## src/verilog/crg_pkg.sv

```systemverilog
package crg_pkg;

  // ----------------------------------------------------------------
  // Timing
  // ----------------------------------------------------------------
  localparam int CLK_PERIOD_NS = 25;
  localparam int SYS_RST_NS = 400;
  localparam int SYS_RST_CYC_I = (SYS_RST_NS + CLK_PERIOD_NS - 1) /
                                 CLK_PERIOD_NS;
  localparam logic [4:0] SYS_RST_CYC = 5'(SYS_RST_CYC_I);

  // ----------------------------------------------------------------
  // Register offsets (byte addresses) and counts
  // ----------------------------------------------------------------
  localparam logic [7:0] CTRL_OFS = 8'h00;
  localparam logic [7:0] PLL_OFS = 8'h04;
  localparam logic [7:0] STAT_OFS = 8'h08;
  localparam logic [7:0] CLKCFG_OFS = 8'h40;
  localparam int NUM_GEN = 16;
  localparam int NUM_CLK = 17;
  localparam int NUM_MON = 19;

  // ----------------------------------------------------------------
  // Field positions
  // ----------------------------------------------------------------
  localparam int CTRL_RXEN_POS = 0;
  localparam int CTRL_TXEN_POS = 1;
  localparam int CTRL_MON_POS = 4;
  localparam int PLL_MULT_POS = 0;
  localparam int PLL_DIV_POS = 8;
  localparam int PLL_POST_POS = 16;
  localparam int PLL_BYP_POS = 24;
  localparam int PLL_REF_POS = 25;
  localparam int CFG_SEL_POS = 0;
  localparam int CFG_PRE_POS = 4;
  localparam int STAT_SLEEP_POS = 8;

  // ----------------------------------------------------------------
  // Types
  // ----------------------------------------------------------------
  typedef enum logic [1:0] {
    SRC_PLL = 2'b00,
    SRC_RC = 2'b01,
    SRC_EXT = 2'b10
  } src_t;

  typedef struct packed {
    logic [1:0] sel;
    logic [2:0] pre;
  } clk_cfg_t;

  typedef struct packed {
    logic ref_ext;
    logic bypass;
    logic [1:0] post_divide_exponent;
    logic [5:0] div;
    logic [5:0] mult;
  } pll_cfg_t;

  // ----------------------------------------------------------------
  // Reset values
  // ----------------------------------------------------------------
  localparam clk_cfg_t CLK_CFG_RST = '{sel: 2'h1, pre: 3'h0};
  localparam pll_cfg_t PLL_CFG_RST = '{ref_ext: 1'b0, bypass: 1'b1,
    post_divide_exponent: 2'h0, div: 6'h01, mult: 6'h01};
  localparam logic [4:0] MON_RST = 5'h00;
  localparam logic [4:0] CAUSE_RST = 5'h01;

endpackage : crg_pkg

```

## src/verilog/crg_reset.sv

```systemverilog
module crg_reset import crg_pkg::*; (
  // Clock and power reset
  input wire logic clk,
  input wire logic rst,
  // Reset sources
  input wire logic ext_pin_n,
  input wire logic wdog_ev,
  input wire logic remap_ev,
  input wire logic core_req,
  // Results
  output logic ext_low,
  output logic sys_rst,
  output logic pwr_rst
);

  logic pin_s1_r;
  logic pin_s2_r;
  logic [4:0] cnt_r;
  logic sys_r;
  logic pwr_r;
  logic evt;

  // ----------------------------------------------------------------
  // Pin synchroniser; the pin is released high at power-up.
  // ----------------------------------------------------------------
  always_ff @(posedge clk or posedge rst) begin
    if (rst) begin
      pin_s1_r <= 1'b1;
      pin_s2_r <= 1'b1;
    end else begin
      pin_s1_r <= ext_pin_n;
      pin_s2_r <= pin_s1_r;
    end
  end

  assign ext_low = ~pin_s2_r;
  assign evt = wdog_ev | remap_ev | core_req;

  // A stretch counter keeps short events wide enough for every block.
  always_ff @(posedge clk or posedge rst) begin
    if (rst) begin
      cnt_r <= 5'h00;
    end else if (ext_low | evt) begin
      cnt_r <= SYS_RST_CYC;
    end else if (cnt_r != 5'h00) begin
      cnt_r <= cnt_r - 5'h01;
    end
  end

  // System reset; power reset forces it too.
  always_ff @(posedge clk or posedge rst) begin
    if (rst) begin
      sys_r <= 1'b1;
    end else begin
      sys_r <= ext_low | evt | (cnt_r != 5'h00);
    end
  end

  // Power reset output stays high one edge past the release.
  always_ff @(posedge clk or posedge rst) begin
    if (rst) begin
      pwr_r <= 1'b1;
    end else begin
      pwr_r <= 1'b0;
    end
  end

  assign sys_rst = sys_r;
  assign pwr_rst = pwr_r;

  property p_evt_stretch;
    @(posedge clk) disable iff (rst) evt |=> sys_r [*8];
  endproperty
  a_evt_stretch: assert property (p_evt_stretch)
    else $error("System reset not stretched after an event.");

  property p_pin_reset;
    @(posedge clk) disable iff (rst) ext_low |=> sys_r;
  endproperty
  a_pin_reset: assert property (p_pin_reset)
    else $error("Low reset pin did not raise system reset.");

  property p_release;
    @(posedge clk) disable iff (rst)
      $fell(sys_r) |-> $past(pwr_r) || $past(cnt_r, 2) == 5'h01;
  endproperty
  a_release: assert property (p_release)
    else $error("System reset released before the stretch ended.");

endmodule : crg_reset

```

## src/verilog/clk_gen.sv

```systemverilog
module clk_gen import crg_pkg::*; #(
  parameter bit FAST = 1'b0
) (
  // Clock and reset
  input wire logic clk,
  input wire logic rst,
  // Source edges: PLL, RC, external oscillator
  input wire logic [2:0] src_ev,
  // Configuration and gate
  input wire clk_cfg_t cfg_req,
  input wire logic gate,
  // Generated clock
  output logic clk_out
);

  clk_cfg_t cfg_r;
  clk_cfg_t cfg_eff;
  logic [6:0] cnt_r;
  logic [6:0] lim;
  logic out_r;
  logic ev;
  logic load;
  logic hold;

  // Fast clocks only offer the four smallest ratios.
  assign cfg_eff = '{sel: cfg_req.sel,
    pre: FAST ? {1'b0, cfg_req.pre[1:0]} : cfg_req.pre};
  assign lim = 7'((8'h01 << cfg_r.pre) - 8'h01);

  // Source mux; the spare code falls back to the PLL.
  always_comb begin
    unique case (cfg_r.sel)
      SRC_RC: ev = src_ev[1];
      SRC_EXT: ev = src_ev[2];
      default: ev = src_ev[0];
    endcase
  end

  // New settings are taken only while low with the count at rest, so a
  // switch never cuts a high phase short; the cost is one period of delay.
  assign load = ~out_r & (cnt_r == 7'h00) & (cfg_r != cfg_eff);
  assign hold = gate & ~out_r;

  always_ff @(posedge clk or posedge rst) begin
    if (rst) begin
      cfg_r <= CLK_CFG_RST;
    end else if (load) begin
      cfg_r <= cfg_eff;
    end
  end

  // Each source edge counts; the output toggles every 2^pre edges.
  always_ff @(posedge clk or posedge rst) begin
    if (rst) begin
      cnt_r <= 7'h00;
      out_r <= 1'b0;
    end else if (load) begin
      cnt_r <= 7'h00;
    end else if (ev & ~hold) begin
      if (cnt_r == lim) begin
        cnt_r <= 7'h00;
        out_r <= ~out_r;
      end else begin
        cnt_r <= cnt_r + 7'h01;
      end
    end
  end

  assign clk_out = out_r;

  property p_cfg_low;
    @(posedge clk) disable iff (rst)
      (cfg_r != $past(cfg_r)) |-> (!out_r && $past(out_r) == 1'b0);
  endproperty
  a_cfg_low: assert property (p_cfg_low)
    else $error("Clock setting changed during a high phase.");

  property p_edge_cause;
    @(posedge clk) disable iff (rst)
      (out_r != $past(out_r)) |-> $past(ev);
  endproperty
  a_edge_cause: assert property (p_edge_cause)
    else $error("Output toggled without a selected source edge.");

  property p_gate_low;
    @(posedge clk) disable iff (rst) (gate && !out_r) |=> !out_r;
  endproperty
  a_gate_low: assert property (p_gate_low)
    else $error("Gated clock rose.");

  property p_div_one;
    @(posedge clk) disable iff (rst)
      (cfg_r.pre == 3'h0 && ev && !hold && !load) |=> $changed(out_r);
  endproperty
  a_div_one: assert property (p_div_one)
    else $error("Divide by one missed a source edge.");

endmodule : clk_gen

```

## src/verilog/crg_top.sv

```systemverilog
// What this block does
// - Three resets: pin, power, system.
// - Low reset pin asserts external reset.
// - Power-on reset restores every register.
// - Watchdog, remap or core request reset system.
// - System reset spares these and remap registers.
// - Register picks PLL reference: external or RC.
// - PLL takes 8-24 MHz (sampling resolves only below 20 MHz); bypass passes reference.
// - Output equals input times M/N/2^exponent.
// - Each clock selects PLL, RC or external.
// - Fast clocks divide by 1, 2, 4, 8.
// - Slow clocks divide by powers up to 128.
// - Random clock comes straight from PLL.
// - Converter and random clocks stop in sleep.
// - Network clocks come from pads, gateable.
// - Any produced clock selectable for monitoring.
//
// The AXI4-Lite slave port and the register addresses are this design's own decisions.
module crg_top import crg_pkg::*; (
  // Clock and power-on reset
  input wire logic CLK,
  input wire logic RST,
  // Reset sources and sleep
  input wire logic EXTERNAL_RESET_PIN_N,
  input wire logic WATCHDOG_EVENT,
  input wire logic REMAP_DONE,
  input wire logic CORE_RESET_REQUEST,
  input wire logic SLEEP,
  // Clock sources and pads
  input wire logic EXTERNAL_OSCILLATOR_CLOCK,
  input wire logic RC_OSC_CLOCK,
  input wire logic NET_RX_PAD,
  input wire logic NET_TX_PAD,
  // AXI4-Lite slave
  input wire logic [7:0] S_AXI_AWADDR,
  input wire logic S_AXI_AWVALID,
  output logic S_AXI_AWREADY,
  input wire logic [31:0] S_AXI_WDATA,
  input wire logic [3:0] S_AXI_WSTRB,
  input wire logic S_AXI_WVALID,
  output logic S_AXI_WREADY,
  output logic [1:0] S_AXI_BRESP,
  output logic S_AXI_BVALID,
  input wire logic S_AXI_BREADY,
  input wire logic [7:0] S_AXI_ARADDR,
  input wire logic S_AXI_ARVALID,
  output logic S_AXI_ARREADY,
  output logic [31:0] S_AXI_RDATA,
  output logic [1:0] S_AXI_RRESP,
  output logic S_AXI_RVALID,
  input wire logic S_AXI_RREADY,
  // Generated clocks
  output logic SYSTEM_CLOCK,
  output logic CONVERTER_CLOCK,
  output logic SYNC_SERIAL_CLOCK,
  output logic ASYNC_SERIAL_CLOCK,
  output logic TIMER0_CLOCK,
  output logic TIMER1_CLOCK,
  output logic [7:0] PULSE_WIDTH_CLOCKS,
  output logic CALENDAR_CLOCK,
  output logic WATCHDOG_CLOCK,
  output logic RANDOM_GEN_CLOCK,
  output logic NET_RX_CLOCK,
  output logic NET_TX_CLOCK,
  output logic MONITOR_CLOCK,
  // Resets
  output logic SYSTEM_RESET,
  output logic POWER_RESET
);

  // ----------------------------------------------------------------
  // Declarations
  // ----------------------------------------------------------------
  pll_cfg_t pll_r;
  clk_cfg_t cfg_r [NUM_GEN];
  logic [1:0] net_en_r;
  logic [4:0] mon_r;
  logic [4:0] cause_r;
  logic [4:0] cause_set;
  logic [4:0] cause_clr;
  logic ext_low;
  logic [1:0] osc_s1_r, osc_s2_r, osc_s3_r;
  logic rc_ev, ext_ev, ref_ev, pll_tick, pll_ev;
  logic [8:0] pll_acc_r;
  logic [9:0] pll_sum;
  logic [8:0] pll_lim;
  logic [5:0] div_eff;
  logic [NUM_CLK-1:0] gen_clk;
  logic [1:0] net_s1_r, net_s2_r, net_gate_r, net_out_r;
  logic [NUM_MON-1:0] mon_vec;
  logic mon_out_r;
  logic aw_rdy_r, w_rdy_r, bvalid_r, ar_rdy_r, rvalid_r;
  logic [7:0] waddr_r;
  logic [31:0] wdata_r, wmask_r, rdata_r;
  logic [1:0] bresp_r, rresp_r;
  logic wr_go;
  logic [31:0] rd_word;
  logic rd_hit;

  // ----------------------------------------------------------------
  // Resets
  // ----------------------------------------------------------------
  // The registers here use RST only, so a system reset leaves them.
  crg_reset u_reset (
    .clk(CLK),
    .rst(RST),
    .ext_pin_n(EXTERNAL_RESET_PIN_N),
    .wdog_ev(WATCHDOG_EVENT),
    .remap_ev(REMAP_DONE),
    .core_req(CORE_RESET_REQUEST),
    .ext_low(ext_low),
    .sys_rst(SYSTEM_RESET),
    .pwr_rst(POWER_RESET)
  );

  // Sticky reset causes: power, pin, watchdog, remap, core.
  assign cause_set = {CORE_RESET_REQUEST, REMAP_DONE, WATCHDOG_EVENT,
                      ext_low, 1'b0};
  assign cause_clr = (wr_go && waddr_r == STAT_OFS) ?
                     (wdata_r[4:0] & wmask_r[4:0]) : 5'h00;

  // A cause arriving with its clear is kept.
  always_ff @(posedge CLK or posedge RST) begin
    if (RST) begin
      cause_r <= CAUSE_RST;
    end else begin
      cause_r <= (cause_r & ~cause_clr) | cause_set;
    end
  end

  // ----------------------------------------------------------------
  // Oscillator and pad sampling
  // ----------------------------------------------------------------
  // Sources are pins; a third flop gives both-edge events. Sampling at
  // 40 MHz resolves sources only below 20 MHz.
  always_ff @(posedge CLK or posedge RST) begin
    if (RST) begin
      osc_s1_r <= 2'h0;
      osc_s2_r <= 2'h0;
      osc_s3_r <= 2'h0;
    end else begin
      osc_s1_r <= {EXTERNAL_OSCILLATOR_CLOCK, RC_OSC_CLOCK};
      osc_s2_r <= osc_s1_r;
      osc_s3_r <= osc_s2_r;
    end
  end

  assign rc_ev = osc_s2_r[0] ^ osc_s3_r[0];
  assign ext_ev = osc_s2_r[1] ^ osc_s3_r[1];
  assign ref_ev = pll_r.ref_ext ? ext_ev : rc_ev;

  // ----------------------------------------------------------------
  // PLL model
  // ----------------------------------------------------------------
  // A rate accumulator adds M per reference edge and spends N*OD per
  // output edge. Output is capped at one edge per cycle; excess is lost.
  assign div_eff = (pll_r.div == 6'h00) ? 6'h01 : pll_r.div;
  assign pll_lim = 9'({3'h0, div_eff} << (2'h2 *
                   pll_r.post_divide_exponent[1] +
                   {1'b0, pll_r.post_divide_exponent[0]}));
  assign pll_sum = {1'b0, pll_acc_r} + (ref_ev ? {4'h0, pll_r.mult} :
                   10'h000);
  assign pll_tick = pll_sum >= {1'b0, pll_lim};

  always_ff @(posedge CLK or posedge RST) begin
    if (RST) begin
      pll_acc_r <= 9'h000;
    end else if (pll_tick) begin
      pll_acc_r <= (pll_sum - {1'b0, pll_lim} >= {1'b0, pll_lim}) ?
                   pll_lim - 9'h001 : 9'(pll_sum - {1'b0, pll_lim});
    end else begin
      pll_acc_r <= pll_sum[8:0];
    end
  end

  assign pll_ev = pll_r.bypass ? ref_ev : pll_tick;

  // ----------------------------------------------------------------
  // Generated clocks
  // ----------------------------------------------------------------
  // Index 0-3 fast, 4-15 slow, 16 random (fixed PLL, no divider).
  genvar gi;
  generate
    for (gi = 0; gi < NUM_CLK; gi++) begin : g_clk
      clk_gen #(.FAST(gi < 4)) u_gen (
        .clk(CLK),
        .rst(RST),
        .src_ev({ext_ev, rc_ev, pll_ev}),
        .cfg_req(gi == NUM_GEN ? clk_cfg_t'({SRC_PLL, 3'h0}) :
                 cfg_r[gi % NUM_GEN]),
        .gate((gi == 1 || gi == NUM_GEN) ? SLEEP : 1'b0),
        .clk_out(gen_clk[gi])
      );
    end
  endgenerate

  assign SYSTEM_CLOCK = gen_clk[0];
  assign CONVERTER_CLOCK = gen_clk[1];
  assign SYNC_SERIAL_CLOCK = gen_clk[2];
  assign ASYNC_SERIAL_CLOCK = gen_clk[3];
  assign TIMER0_CLOCK = gen_clk[4];
  assign TIMER1_CLOCK = gen_clk[5];
  assign PULSE_WIDTH_CLOCKS = gen_clk[13:6];
  assign CALENDAR_CLOCK = gen_clk[14];
  assign WATCHDOG_CLOCK = gen_clk[15];
  assign RANDOM_GEN_CLOCK = gen_clk[16];

  // ----------------------------------------------------------------
  // Network pad clocks
  // ----------------------------------------------------------------
  // The enable is taken only while the pad is low, so no runt escapes.
  always_ff @(posedge CLK or posedge RST) begin
    if (RST) begin
      net_s1_r <= 2'h0;
      net_s2_r <= 2'h0;
      net_gate_r <= 2'h0;
      net_out_r <= 2'h0;
    end else begin
      net_s1_r <= {NET_TX_PAD, NET_RX_PAD};
      net_s2_r <= net_s1_r;
      net_gate_r <= (net_en_r & ~net_s2_r) | (net_gate_r & net_s2_r);
      net_out_r <= net_gate_r & net_s2_r;
    end
  end

  assign NET_RX_CLOCK = net_out_r[0];
  assign NET_TX_CLOCK = net_out_r[1];

  // ----------------------------------------------------------------
  // Monitor
  // ----------------------------------------------------------------
  assign mon_vec = {net_out_r, gen_clk};

  always_ff @(posedge CLK or posedge RST) begin
    if (RST) begin
      mon_out_r <= 1'b0;
    end else begin
      mon_out_r <= (mon_r < 5'(NUM_MON)) ? mon_vec[mon_r] : 1'b0;
    end
  end

  assign MONITOR_CLOCK = mon_out_r;

  // ----------------------------------------------------------------
  // AXI4-Lite write path
  // ----------------------------------------------------------------
  assign wr_go = ~aw_rdy_r & ~w_rdy_r & ~bvalid_r;

  always_ff @(posedge CLK or posedge RST) begin
    if (RST) begin
      aw_rdy_r <= 1'b1;
      w_rdy_r <= 1'b1;
      bvalid_r <= 1'b0;
      bresp_r <= 2'h0;
      waddr_r <= 8'h00;
      wdata_r <= 32'h0;
      wmask_r <= 32'h0;
    end else begin
      if (aw_rdy_r && S_AXI_AWVALID) begin
        aw_rdy_r <= 1'b0;
        waddr_r <= {S_AXI_AWADDR[7:2], 2'b00};
      end
      if (w_rdy_r && S_AXI_WVALID) begin
        w_rdy_r <= 1'b0;
        wdata_r <= S_AXI_WDATA;
        for (int b = 0; b < 4; b++) begin
          wmask_r[8*b +: 8] <= {8{S_AXI_WSTRB[b]}};
        end
      end
      if (wr_go) begin
        bvalid_r <= 1'b1;
        bresp_r <= (waddr_r <= STAT_OFS || waddr_r >= CLKCFG_OFS) ?
                   2'b00 : 2'b10;
      end else if (bvalid_r && S_AXI_BREADY) begin
        bvalid_r <= 1'b0;
        aw_rdy_r <= 1'b1;
        w_rdy_r <= 1'b1;
      end
    end
  end

  // Configuration registers; byte strobes merge into the old value.
  always_ff @(posedge CLK or posedge RST) begin
    if (RST) begin
      pll_r <= PLL_CFG_RST;
      net_en_r <= 2'h0;
      mon_r <= MON_RST;
      for (int i = 0; i < NUM_GEN; i++) begin
        cfg_r[i] <= CLK_CFG_RST;
      end
    end else if (wr_go) begin
      if (waddr_r == CTRL_OFS) begin
        if (wmask_r[0]) begin
          net_en_r <= wdata_r[CTRL_TXEN_POS:CTRL_RXEN_POS];
          mon_r[3:0] <= wdata_r[CTRL_MON_POS +: 4];
        end
        if (wmask_r[8]) begin
          mon_r[4] <= wdata_r[CTRL_MON_POS + 4];
        end
      end
      if (waddr_r == PLL_OFS) begin
        if (wmask_r[0]) pll_r.mult <= wdata_r[PLL_MULT_POS +: 6];
        if (wmask_r[8]) pll_r.div <= wdata_r[PLL_DIV_POS +: 6];
        if (wmask_r[16]) begin
          pll_r.post_divide_exponent <= wdata_r[PLL_POST_POS +: 2];
        end
        if (wmask_r[24]) begin
          pll_r.bypass <= wdata_r[PLL_BYP_POS];
          pll_r.ref_ext <= wdata_r[PLL_REF_POS];
        end
      end
      if (waddr_r >= CLKCFG_OFS && wmask_r[0]) begin
        cfg_r[waddr_r[5:2]] <= '{sel: wdata_r[CFG_SEL_POS +: 2],
                                 pre: wdata_r[CFG_PRE_POS +: 3]};
      end
    end
  end

  // ----------------------------------------------------------------
  // AXI4-Lite read path
  // ----------------------------------------------------------------
  always_comb begin
    rd_word = 32'h0;
    rd_hit = 1'b1;
    if (S_AXI_ARADDR >= CLKCFG_OFS) begin
      rd_word[CFG_SEL_POS +: 2] = cfg_r[S_AXI_ARADDR[5:2]].sel;
      rd_word[CFG_PRE_POS +: 3] = cfg_r[S_AXI_ARADDR[5:2]].pre;
    end else if (S_AXI_ARADDR[7:2] == CTRL_OFS[7:2]) begin
      rd_word[CTRL_TXEN_POS:CTRL_RXEN_POS] = net_en_r;
      rd_word[CTRL_MON_POS +: 5] = mon_r;
    end else if (S_AXI_ARADDR[7:2] == PLL_OFS[7:2]) begin
      rd_word[PLL_MULT_POS +: 6] = pll_r.mult;
      rd_word[PLL_DIV_POS +: 6] = pll_r.div;
      rd_word[PLL_POST_POS +: 2] = pll_r.post_divide_exponent;
      rd_word[PLL_BYP_POS] = pll_r.bypass;
      rd_word[PLL_REF_POS] = pll_r.ref_ext;
    end else if (S_AXI_ARADDR[7:2] == STAT_OFS[7:2]) begin
      rd_word[4:0] = cause_r;
      rd_word[STAT_SLEEP_POS] = SLEEP;
    end else begin
      rd_hit = 1'b0;
    end
  end

  always_ff @(posedge CLK or posedge RST) begin
    if (RST) begin
      ar_rdy_r <= 1'b1;
      rvalid_r <= 1'b0;
      rdata_r <= 32'h0;
      rresp_r <= 2'h0;
    end else if (ar_rdy_r && S_AXI_ARVALID) begin
      ar_rdy_r <= 1'b0;
      rvalid_r <= 1'b1;
      rdata_r <= rd_word;
      rresp_r <= rd_hit ? 2'b00 : 2'b10;
    end else if (rvalid_r && S_AXI_RREADY) begin
      ar_rdy_r <= 1'b1;
      rvalid_r <= 1'b0;
    end
  end

  assign S_AXI_AWREADY = aw_rdy_r;
  assign S_AXI_WREADY = w_rdy_r;
  assign S_AXI_BVALID = bvalid_r;
  assign S_AXI_BRESP = bresp_r;
  assign S_AXI_ARREADY = ar_rdy_r;
  assign S_AXI_RVALID = rvalid_r;
  assign S_AXI_RDATA = rdata_r;
  assign S_AXI_RRESP = rresp_r;

  property p_cause_kept;
    @(posedge CLK) disable iff (RST)
      (cause_set[2] && cause_clr[2]) |=> cause_r[2];
  endproperty
  a_cause_kept: assert property (p_cause_kept)
    else $error("Watchdog cause lost under a clear.");

  property p_sys_spares;
    @(posedge CLK) disable iff (RST)
      (SYSTEM_RESET && !wr_go) |=> $stable(pll_r) && $stable(mon_r);
  endproperty
  a_sys_spares: assert property (p_sys_spares)
    else $error("System reset disturbed clock settings.");

  property p_bypass;
    @(posedge CLK) disable iff (RST)
      (pll_r.bypass && ref_ev) |-> pll_ev;
  endproperty
  a_bypass: assert property (p_bypass)
    else $error("Bypass dropped a reference edge.");

  property p_rd_hold;
    @(posedge CLK) disable iff (RST)
      (rvalid_r && !S_AXI_RREADY) |=> rvalid_r && $stable(rdata_r);
  endproperty
  a_rd_hold: assert property (p_rd_hold)
    else $error("Read data changed before it was taken.");

endmodule : crg_top

```

## config.mk

```make
export PLATFORM = sky130hd
export DESIGN_NAME = crg_top
export DESIGN_NICKNAME = d
export VERILOG_FILES = /design/src/verilog/crg_pkg.sv /design/src/verilog/crg_reset.sv /design/src/verilog/clk_gen.sv /design/src/verilog/crg_top.sv
export SDC_FILE = /design/constraint.sdc
export NUM_CORES = 1
export LEC_CHECK = 0
export BUFFER_PORTS_ARGS = -buffer_cell sky130_fd_sc_hd__buf_2
export CAP_MARGIN = 10
export CORE_AREA = 2 2 345 210
export DETAILED_ROUTE_END_ITERATION = 12
export DIE_AREA = 0 0 347 212
export GPL_TIMING_DRIVEN = 0
export HOLD_SLACK_MARGIN = 0.03
export PLACE_DENSITY = 0.52
export SLEW_MARGIN = 20
export SYNTH_ARGS = -nofsm -noshare
export SYNTH_HDL_FRONTEND = slang
export SYNTH_SLANG_ARGS = --single-unit
```

## constraint.sdc

```tcl
create_clock -name CLK -period 17.3 [get_ports CLK]
set_input_delay 1.73 -clock CLK [delete_from_list [all_inputs] [get_ports CLK]]
set_output_delay 1.73 -clock CLK [all_outputs]
set_load 0.03 [all_outputs]
```

==> summary.txt, run 1 <==
Clock network
  • Hold Buf Count CTS: 0
  • Clock buffer depth: 3
  • Clock transition at path regs: 0.06 ns
  • # clock sinks: 407
  • Clock tree from TritonCTS: built
  • H-tree levels: 2
  • Total CTS buffers: 44
  • Post CTS Setup Buffer Count: 0
  • Post-CTS sizing: 0
  • Root buf cell: clkbuf_16
  • Worst-Skew Late Latency: around 0.59 ns

Synth
  • Mux contribution to synthesized area: approximately an eighth
  • Post-synth top cells: 363 x dfrtp_1, 187 x mux2_2, 173 x nand2_1
  • Largest family of logic cells by synthesized area: simple AND/OR/NAND/NOR gates
  • Area leader, netlist: dfrtp_1
  • Warnings from Yosys: 0
  • Syn_area_per_cell: 10.25 sq um
  • Post-Synth XOR/XNOR Area: between 5 and 6%
  • Syn Inst Count: 2321
  • Ranking of synthesized cells by area: dfrtp_1 38%, mux2_2 8.9%, ha_1 4.9%, dfstp_2 4.9%, mux4_2 2.7%
  • Post-synth ARST share: 100.0%
  • Cell Area, Synth: 23780 sq um
  • Synth Area in Simple Gates: 15.21%
  • Ys flop type: dfrtp_1
  • Number of synthesized flops with an enable pin: 0
  • Most frequent cell after synthesis: dfrtp_1
  • Yosys reg bits: 407
  • Post-Synth Adder-Cell Area: between 5 and 6%
  • Unique masters post-synth: 91
  • Top-area cell type share of the netlist area: 38.19%
  • Post-synthesis sequential area ratio: 43.05%
  • Compound-Gate Fraction of Synth Area: 13.91%

Pwr
  • Worst vdd ir: 0.1056 mV
  • P_leak: 0.01183 uW
  • Pwr Density: 199.8 nW/um^2

Timing
  • RSZ-0062 raised after global routing: no
  • Final Critical Period: 5.888 ns
  • WHS: roughly 0.35 ns
  • Final setup margin: 11.41 ns
  • Max Clk Rate: 169.8 MHz
  • Final worst-path cycle share: roughly a third
  • Least-Margin Pin Slew: 1.164 ns
  • Setup Viol. Count Final: 0
  • Relative max-transition margin: 21.68%
  • Fin. max-slew vios: 0
  • Fin Clk Skew: ~0.02 ns
  • Final hold violation count: 0

Final layout
  • NumNets Final: 2645
  • Layout cells sized above 1: 20.94%
  • Area delta synth->final: 14.26%

Die
  • I/O pin count: between 100 and 150
  • Initial Utilization: 33.57%
  • Die area: 73560 sq um
  • Core ar.: ~71000 sq um
  • Die X-Extent: between 300 and 400 um
  • Core Rows: 76
  • Chip Height: between 200 and 250 um

Worst setup path
  • Delay-heaviest family, CP: adder cells
  • Slowest stage delay, CP: approximately 0.50 ns
  • CP Capture Type: flop
  • CP max-delay cell: clkbuf_1
  • CP Max Fanout: 10
  • Crit path launch type: flop
  • Data required, critical path: 17.77 ns
  • WP data arrival: 6.35 ns
  • CP Cell Sequence: xor2_2 > buf_6 > mux2_2 > and2_1 > ha_1 > fa_1 > a21o_1 > a21oi_1 > nor2b_1 > o21ai_0 > nand2b_1 > xor2_1 > ha_1 > or3_1 > o21ai_0 > xnor2_1 > ha_1 > o21a_1 > o31ai_1 > nand4bb_1 > clkbuf_1 > mux2_2 > mux2_2
  • CP Class: flop to flop
  • Crit path buf inv count: 2

Detailed routing
  • Drt pass-1 iters: 8
  • Wire per inst: 19.15 um
  • Post-route ant nets: 0
  • Via count: 18260
  • First-iteration detailed-routing DRC count: 1513
  • Post-DR vias/cell: 5.283
  • # DRC: 0
  • Routed Wire Length: 66170 um

Global routing
  • Total grt overflow: 0
  • Overall Global Routing Usage: 18.06%
  • Vias in the first global route: 17620
  • Largest net degree at the start of global routing: 106
  • First-pass GRT wire length: 104000 um
  • Initial antenna violation count: 5

Placement
  • Hpwl dp: 48870 um
  • Placer Congestion: 0.8764
  • Port bufs: slightly above 90
  • Placement Setup Slack: 11.45 ns

Hold path
  • Hold/Removal Path Class: flop to flop

Outcome
  • Outcome: complete, no violations

Job
  • Max Cap Viol: 0
metal layers:
metal	vias to the layer above	track usage (%)	share of wire (%)
met5	-	0	0
met4	0	4.423	2.0
met3	80	3.937	6.8
met2	447	24.66	40
met1	9093	28.33	52
li1	8639	-	-
layout by cell type, fill, tap and decap left out, types with 28 or more instances in the layout:
cell and n:
mux4_2 29, clkbuf_1 91, xnor2_1 71, and3_1 34, clkbuf_16 45, buf_4 28, nor3_1 62, ha_1 94
nand3_1 60, buf_2 104, dfrtp_1 363, o21ai_1 40, o21ai_0 130, nand2_1 173, a21oi_1 81, nand2b_1 44
xor2_1 67, dfstp_2 44, mux2_2 187, inv_1 122, nor2_1 124, o31ai_1 30
flip-flops by register name (all words and copies together) (netlist names), 5 cells and up, named ones only:
register / count
cfg_r: 80
S_AXI_RDATA: 18
g_clk.u_gen.cfg_r: 77
waddr_r: 6
cause_r: 5
wdata_r: 18
u_reset.cnt_r: 5
g_clk.u_gen.cnt_r: 119
pll_acc_r: 9
mon_r: 5
g_clk.u_gen.clk_out: 17
pll_r: 16
through the flow:
stage / instances / total power, uW / utilization, % / area (sq um) / setup TNS, ns
after floorplan: 2337 / 3587 / - / 23840 / 0
after global placement: 3365 / 4324 / 35.96 / 25480 / -246.78
after detailed placement: 3371 / 4411 / 36.19 / 25640 / 0
after CTS: 3453 / 5451 / 38.33 / 27150 / 0
after global routing: 3454 / 5846 / 38.35 / 27170 / 0
final: 3456 / 5429 / 38.36 / 27170 / 0
cells by family after synthesis:
group / Yosys count
mux: 240
compound gates: 487
simple gates: 692
xor+xnor: 141
other cells: 1
buf+inv: 257
fa+ha+maj: 96
flops: 407
worst paths after layout:
path	to	cells after the start	from	slack [ns]
setup / recovery	pll_acc_r[4]	23	osc_s3_r[1]	11.41
hold / removal	osc_s2_r[0]	0	osc_s1_r[0]	0.35
setup reg to reg	pll_acc_r[4]	23	osc_s3_r[1]	11.41
hold reg to reg	osc_s2_r[0]	0	osc_s1_r[0]	0.35
max in group asynchronous	g_clk[8].u_gen.cfg_r[3]	5	RST	14.48
min in group asynchronous	g_clk[7].u_gen.clk_out	2	RST	1.14
where the power goes:
part / leakage [uW] / internal [uW] / switching [uW]
Clock: 0.000745 / 594 / 417
Combinational: 0.00581 / 1190 / 1630
Sequential: 0.00528 / 1250 / 352
layout make-up:
class,instances,area (sq um)
inverter,123,469.2
sequential,407,10240
multi-input combinational,1673,12510
tap,936,1171
fill,6935,43670
buffer,134,661.9
clock inverter,16,222.7
clock buffer,66,1295
timing repair buffer,98,593.1
antenna,3,7.507
(Power assumes the default switching activity.)
==> inputs of run 2 (changes only) <==
==> constraint.sdc (replaced) <==
create_clock -name CLK -period 5.9 [get_ports CLK]
set_input_delay 0.59 -clock CLK [delete_from_list [all_inputs] [get_ports CLK]]
set_output_delay 0.59 -clock CLK [all_outputs]
set_load 0.03 [all_outputs]
==> run 2 against run 1 <==
  * Utilization up 0.083 points
  * Highest routed layer unchanged
  * Wire length rose by 0.37%
  * Cell count up 0.26%
  * Largest power group unchanged
  * Register-to-register slack worse by 11 ns
==> summary.txt, run 2 (synthesis results as in run 1) <==
Final layout
  • Design Area, Final: 27230 sq um
  • Max reg flops: 119
  • Commonest non-fill, non-tap cells in the layout: 363 x dfrtp_1, 187 x mux2_2, 172 x nand2_1, 130 x o21ai_0, 124 x nor2_1
  • Commonest non-fill, non-tap cell in the layout: dfrtp_1
  • Top reg by flops: g_clk.u_gen.cnt_r
  • Layout fillers: 6860
  • Regs by FF count: g_clk.u_gen.cnt_r: 119 flops, cfg_r: 80 flops, g_clk.u_gen.cfg_r: 77 flops
  • Area delta synth->final: 14.50%
  • Final core occ: 38.44%
  • Layout cells sized above 1: 21.30%
  • Post-layout instance count excluding filler cells: ~3500
  • NumNets Final: 2656

Pwr
  • Pwr Density: 575.8 nW/um^2
  • Flop pwr share: between 20% and 30%
  • Logic gate share of total power: 52.8%
  • Clk pwr share: between 10% and 20%
  • Sw Ratio: 44.79%
  • P_leak: between 0.01 and 0.015 uW
  • Int Pwr: 8658 uW
  • Worst vdd ir: 0.2909 mV
  • P_sw: 7022 uW

Placement
  • Placer Congestion: 0.8687
  • Placed inst area: 25840 sq um
  • Port bufs: 92
  • Hpwl dp: 49730 um
  • DP Cell Count: 3382

Die
  • Core ar.: 70840 sq um
  • I/O pin count: 131
  • Die X-Extent: 347 um
  • Die area: 73560 sq um
  • Chip Height: 212 um
  • Core Rows: 76
  • Initial Utilization: 33.57%

Timing
  • Setup Viol. Count Final: 0
  • Final hold violation count: 0
  • Relative max-transition margin: a little under a third
  • WHS: 0.1034 ns
  • Final Critical Period: 5.554 ns
  • Max Clk Rate: 180.0 MHz
  • Least-Margin Pin Slew: 1.036 ns
  • Final worst-path cycle share: between 90% and 100%
  • Fin. max-slew vios: 0
  • RSZ-0062 raised after global routing: no
  • Fin Clk Skew: between 0.02 and 0.03 ns

Worst setup path
  • CP Class: flop to flop
  • CP Capture Type: flop
  • WP data arrival: ~6 ns
  • CP Max Fanout: 10
  • Crit path launch type: flop
  • Data required, critical path: 6.38 ns

Job
  • Max Cap Viol: 0

Global routing
  • Largest net degree at the start of global routing: 35
  • First-pass GRT wire length: approximately 100000 um
  • Overall Global Routing Usage: 18.18%
  • Initial antenna violation count: 6
  • Total grt overflow: 0
  • Vias in the first global route: 17670

Clock network
  • Clock transition at path regs: 0.06 ns
  • Clock buffer depth: 3
  • Root buf cell: clkbuf_16
  • Clock tree from TritonCTS: built
  • Total CTS buffers: 43
  • H-tree levels: 2
  • Worst-Skew Late Latency: 0.60 ns
  • # clock sinks: around 410

Detailed routing
  • Routed Wire Length: 66420 um
  • First-iteration detailed-routing DRC count: 1498
  • Post-route ant nets: 0
  • Via count: between 15000 and 20000
  • Drt pass-1 iters: 5
  • # DRC: 0
  • Wire per inst: between 15 and 20 um
  • Post-DR vias/cell: 5.302

Hold path
  • Hold/Removal Path Class: input port to flop

Outcome
  • Outcome: complete, no violations
==> run 2: changes by cell type in the layout (fill, tap and decap cells not counted), moves of 2 or more <==
cell,previous run,this run
clkbuf_8,9,5
a21oi_2,0,2
buf_16,4,2
clkbuf_16,45,43
buf_12,1,14
bufinv_16,5,2
clkinv_2,6,10
a21oi_1,81,79
clkinvlp_4,1,3
==> run 2: critical path, stage by stage, from the launching register on <==
cell and delay, ns:
dfrtp_1 0.39, xor2_2 0.24, buf_6 0.19, mux2_2 0.33
and2_1 0.20, ha_1 0.22, fa_1 0.44, a21o_1 0.20
a21oi_2 0.24, nor2b_1 0.07, o21ai_0 0.16, nand2b_1 0.12
xor2_1 0.18, ha_1 0.25, or3_1 0.37, o21ai_0 0.20
xnor2_1 0.17, ha_1 0.26, o21a_1 0.16, o31ai_1 0.07
nand4bb_1 0.13, clkbuf_2 0.26, mux2_2 0.33, mux2_2 0.26
==> run 2: path summary, 6_finish.rpt <==
kind	from	end	slack (ns)	cells after the start
min in group asynchronous	RST	u_reset.pwr_rst	0.59	3
hold / removal	EXTERNAL_RESET_PIN_N	u_reset.pin_s1_r	0.10	1
max in group asynchronous	RST	g_clk[12].u_gen.cfg_r[3]	4.10	8
hold reg to reg	osc_s1_r[0]	osc_s2_r[0]	0.35	0
setup reg to reg	osc_s3_r[1]	pll_acc_r[5]	0.35	23
setup / recovery	osc_s3_r[1]	pll_acc_r[5]	0.35	23
==> run 2: power by group through the flow <==
stage               clock, uW  combinational [uW]  sequential [uW]
floorplan                   0                6150             4370
global placement            0                8010             4670
detailed placement          0                8210             4710
CTS                      2810                8260             4650
global route             2920                9210             4790
finish                   2720                8280             4670
==> run 2: through the flow <==
| stage | TNS [ns] | power (uW) | setup WS, ns |
|---|---|---|---|
| after floorplan | -50.01 | 10520 | -0.1378 |
| after global placement | -1049.38 | 12680 | -2.858 |
| after detailed placement | 0 | 12910 | 0.06238 |
| after CTS | 0 | 15730 | 0.01922 |
| after global routing | 0 | 16920 | 0.01904 |
| final | 0 | 15680 | 0.3459 |
==> run 2: repair_timing <==
item	in CTS	in global routing
endpoints found under the hold margin	5	0
hold buffers	1	0
resized for setup	0	5
buffers inserted	0	0
setup endpoints to repair	0	21
==> run 2: per-layer routing <==
layer  part of all wire, %  routed length (um)  global-route usage, %
met1                    51               34060                  28.44
met2                    41               27000                  25.47
met4                   1.4                 940                  3.973
met5                     0                   0                      0
met3                   6.7                4423                  3.570
==> run 2: final cells by class <==
cell class / instances / area (sq um) / area share [%]
antenna: 3 / 7.507 / 0.02757
buffer: 134 / 663.1 / 2.435
clock buffer: 61 / 1194 / 4.383
clock inverter: 18 / 160.2 / 0.5881
inverter: 123 / 465.4 / 1.709
multi-input combinational: 1673 / 12520 / 45.99
sequential: 407 / 10240 / 37.60
tap: 936 / 1171 / 4.300
timing repair buffer: 110 / 808.3 / 2.968
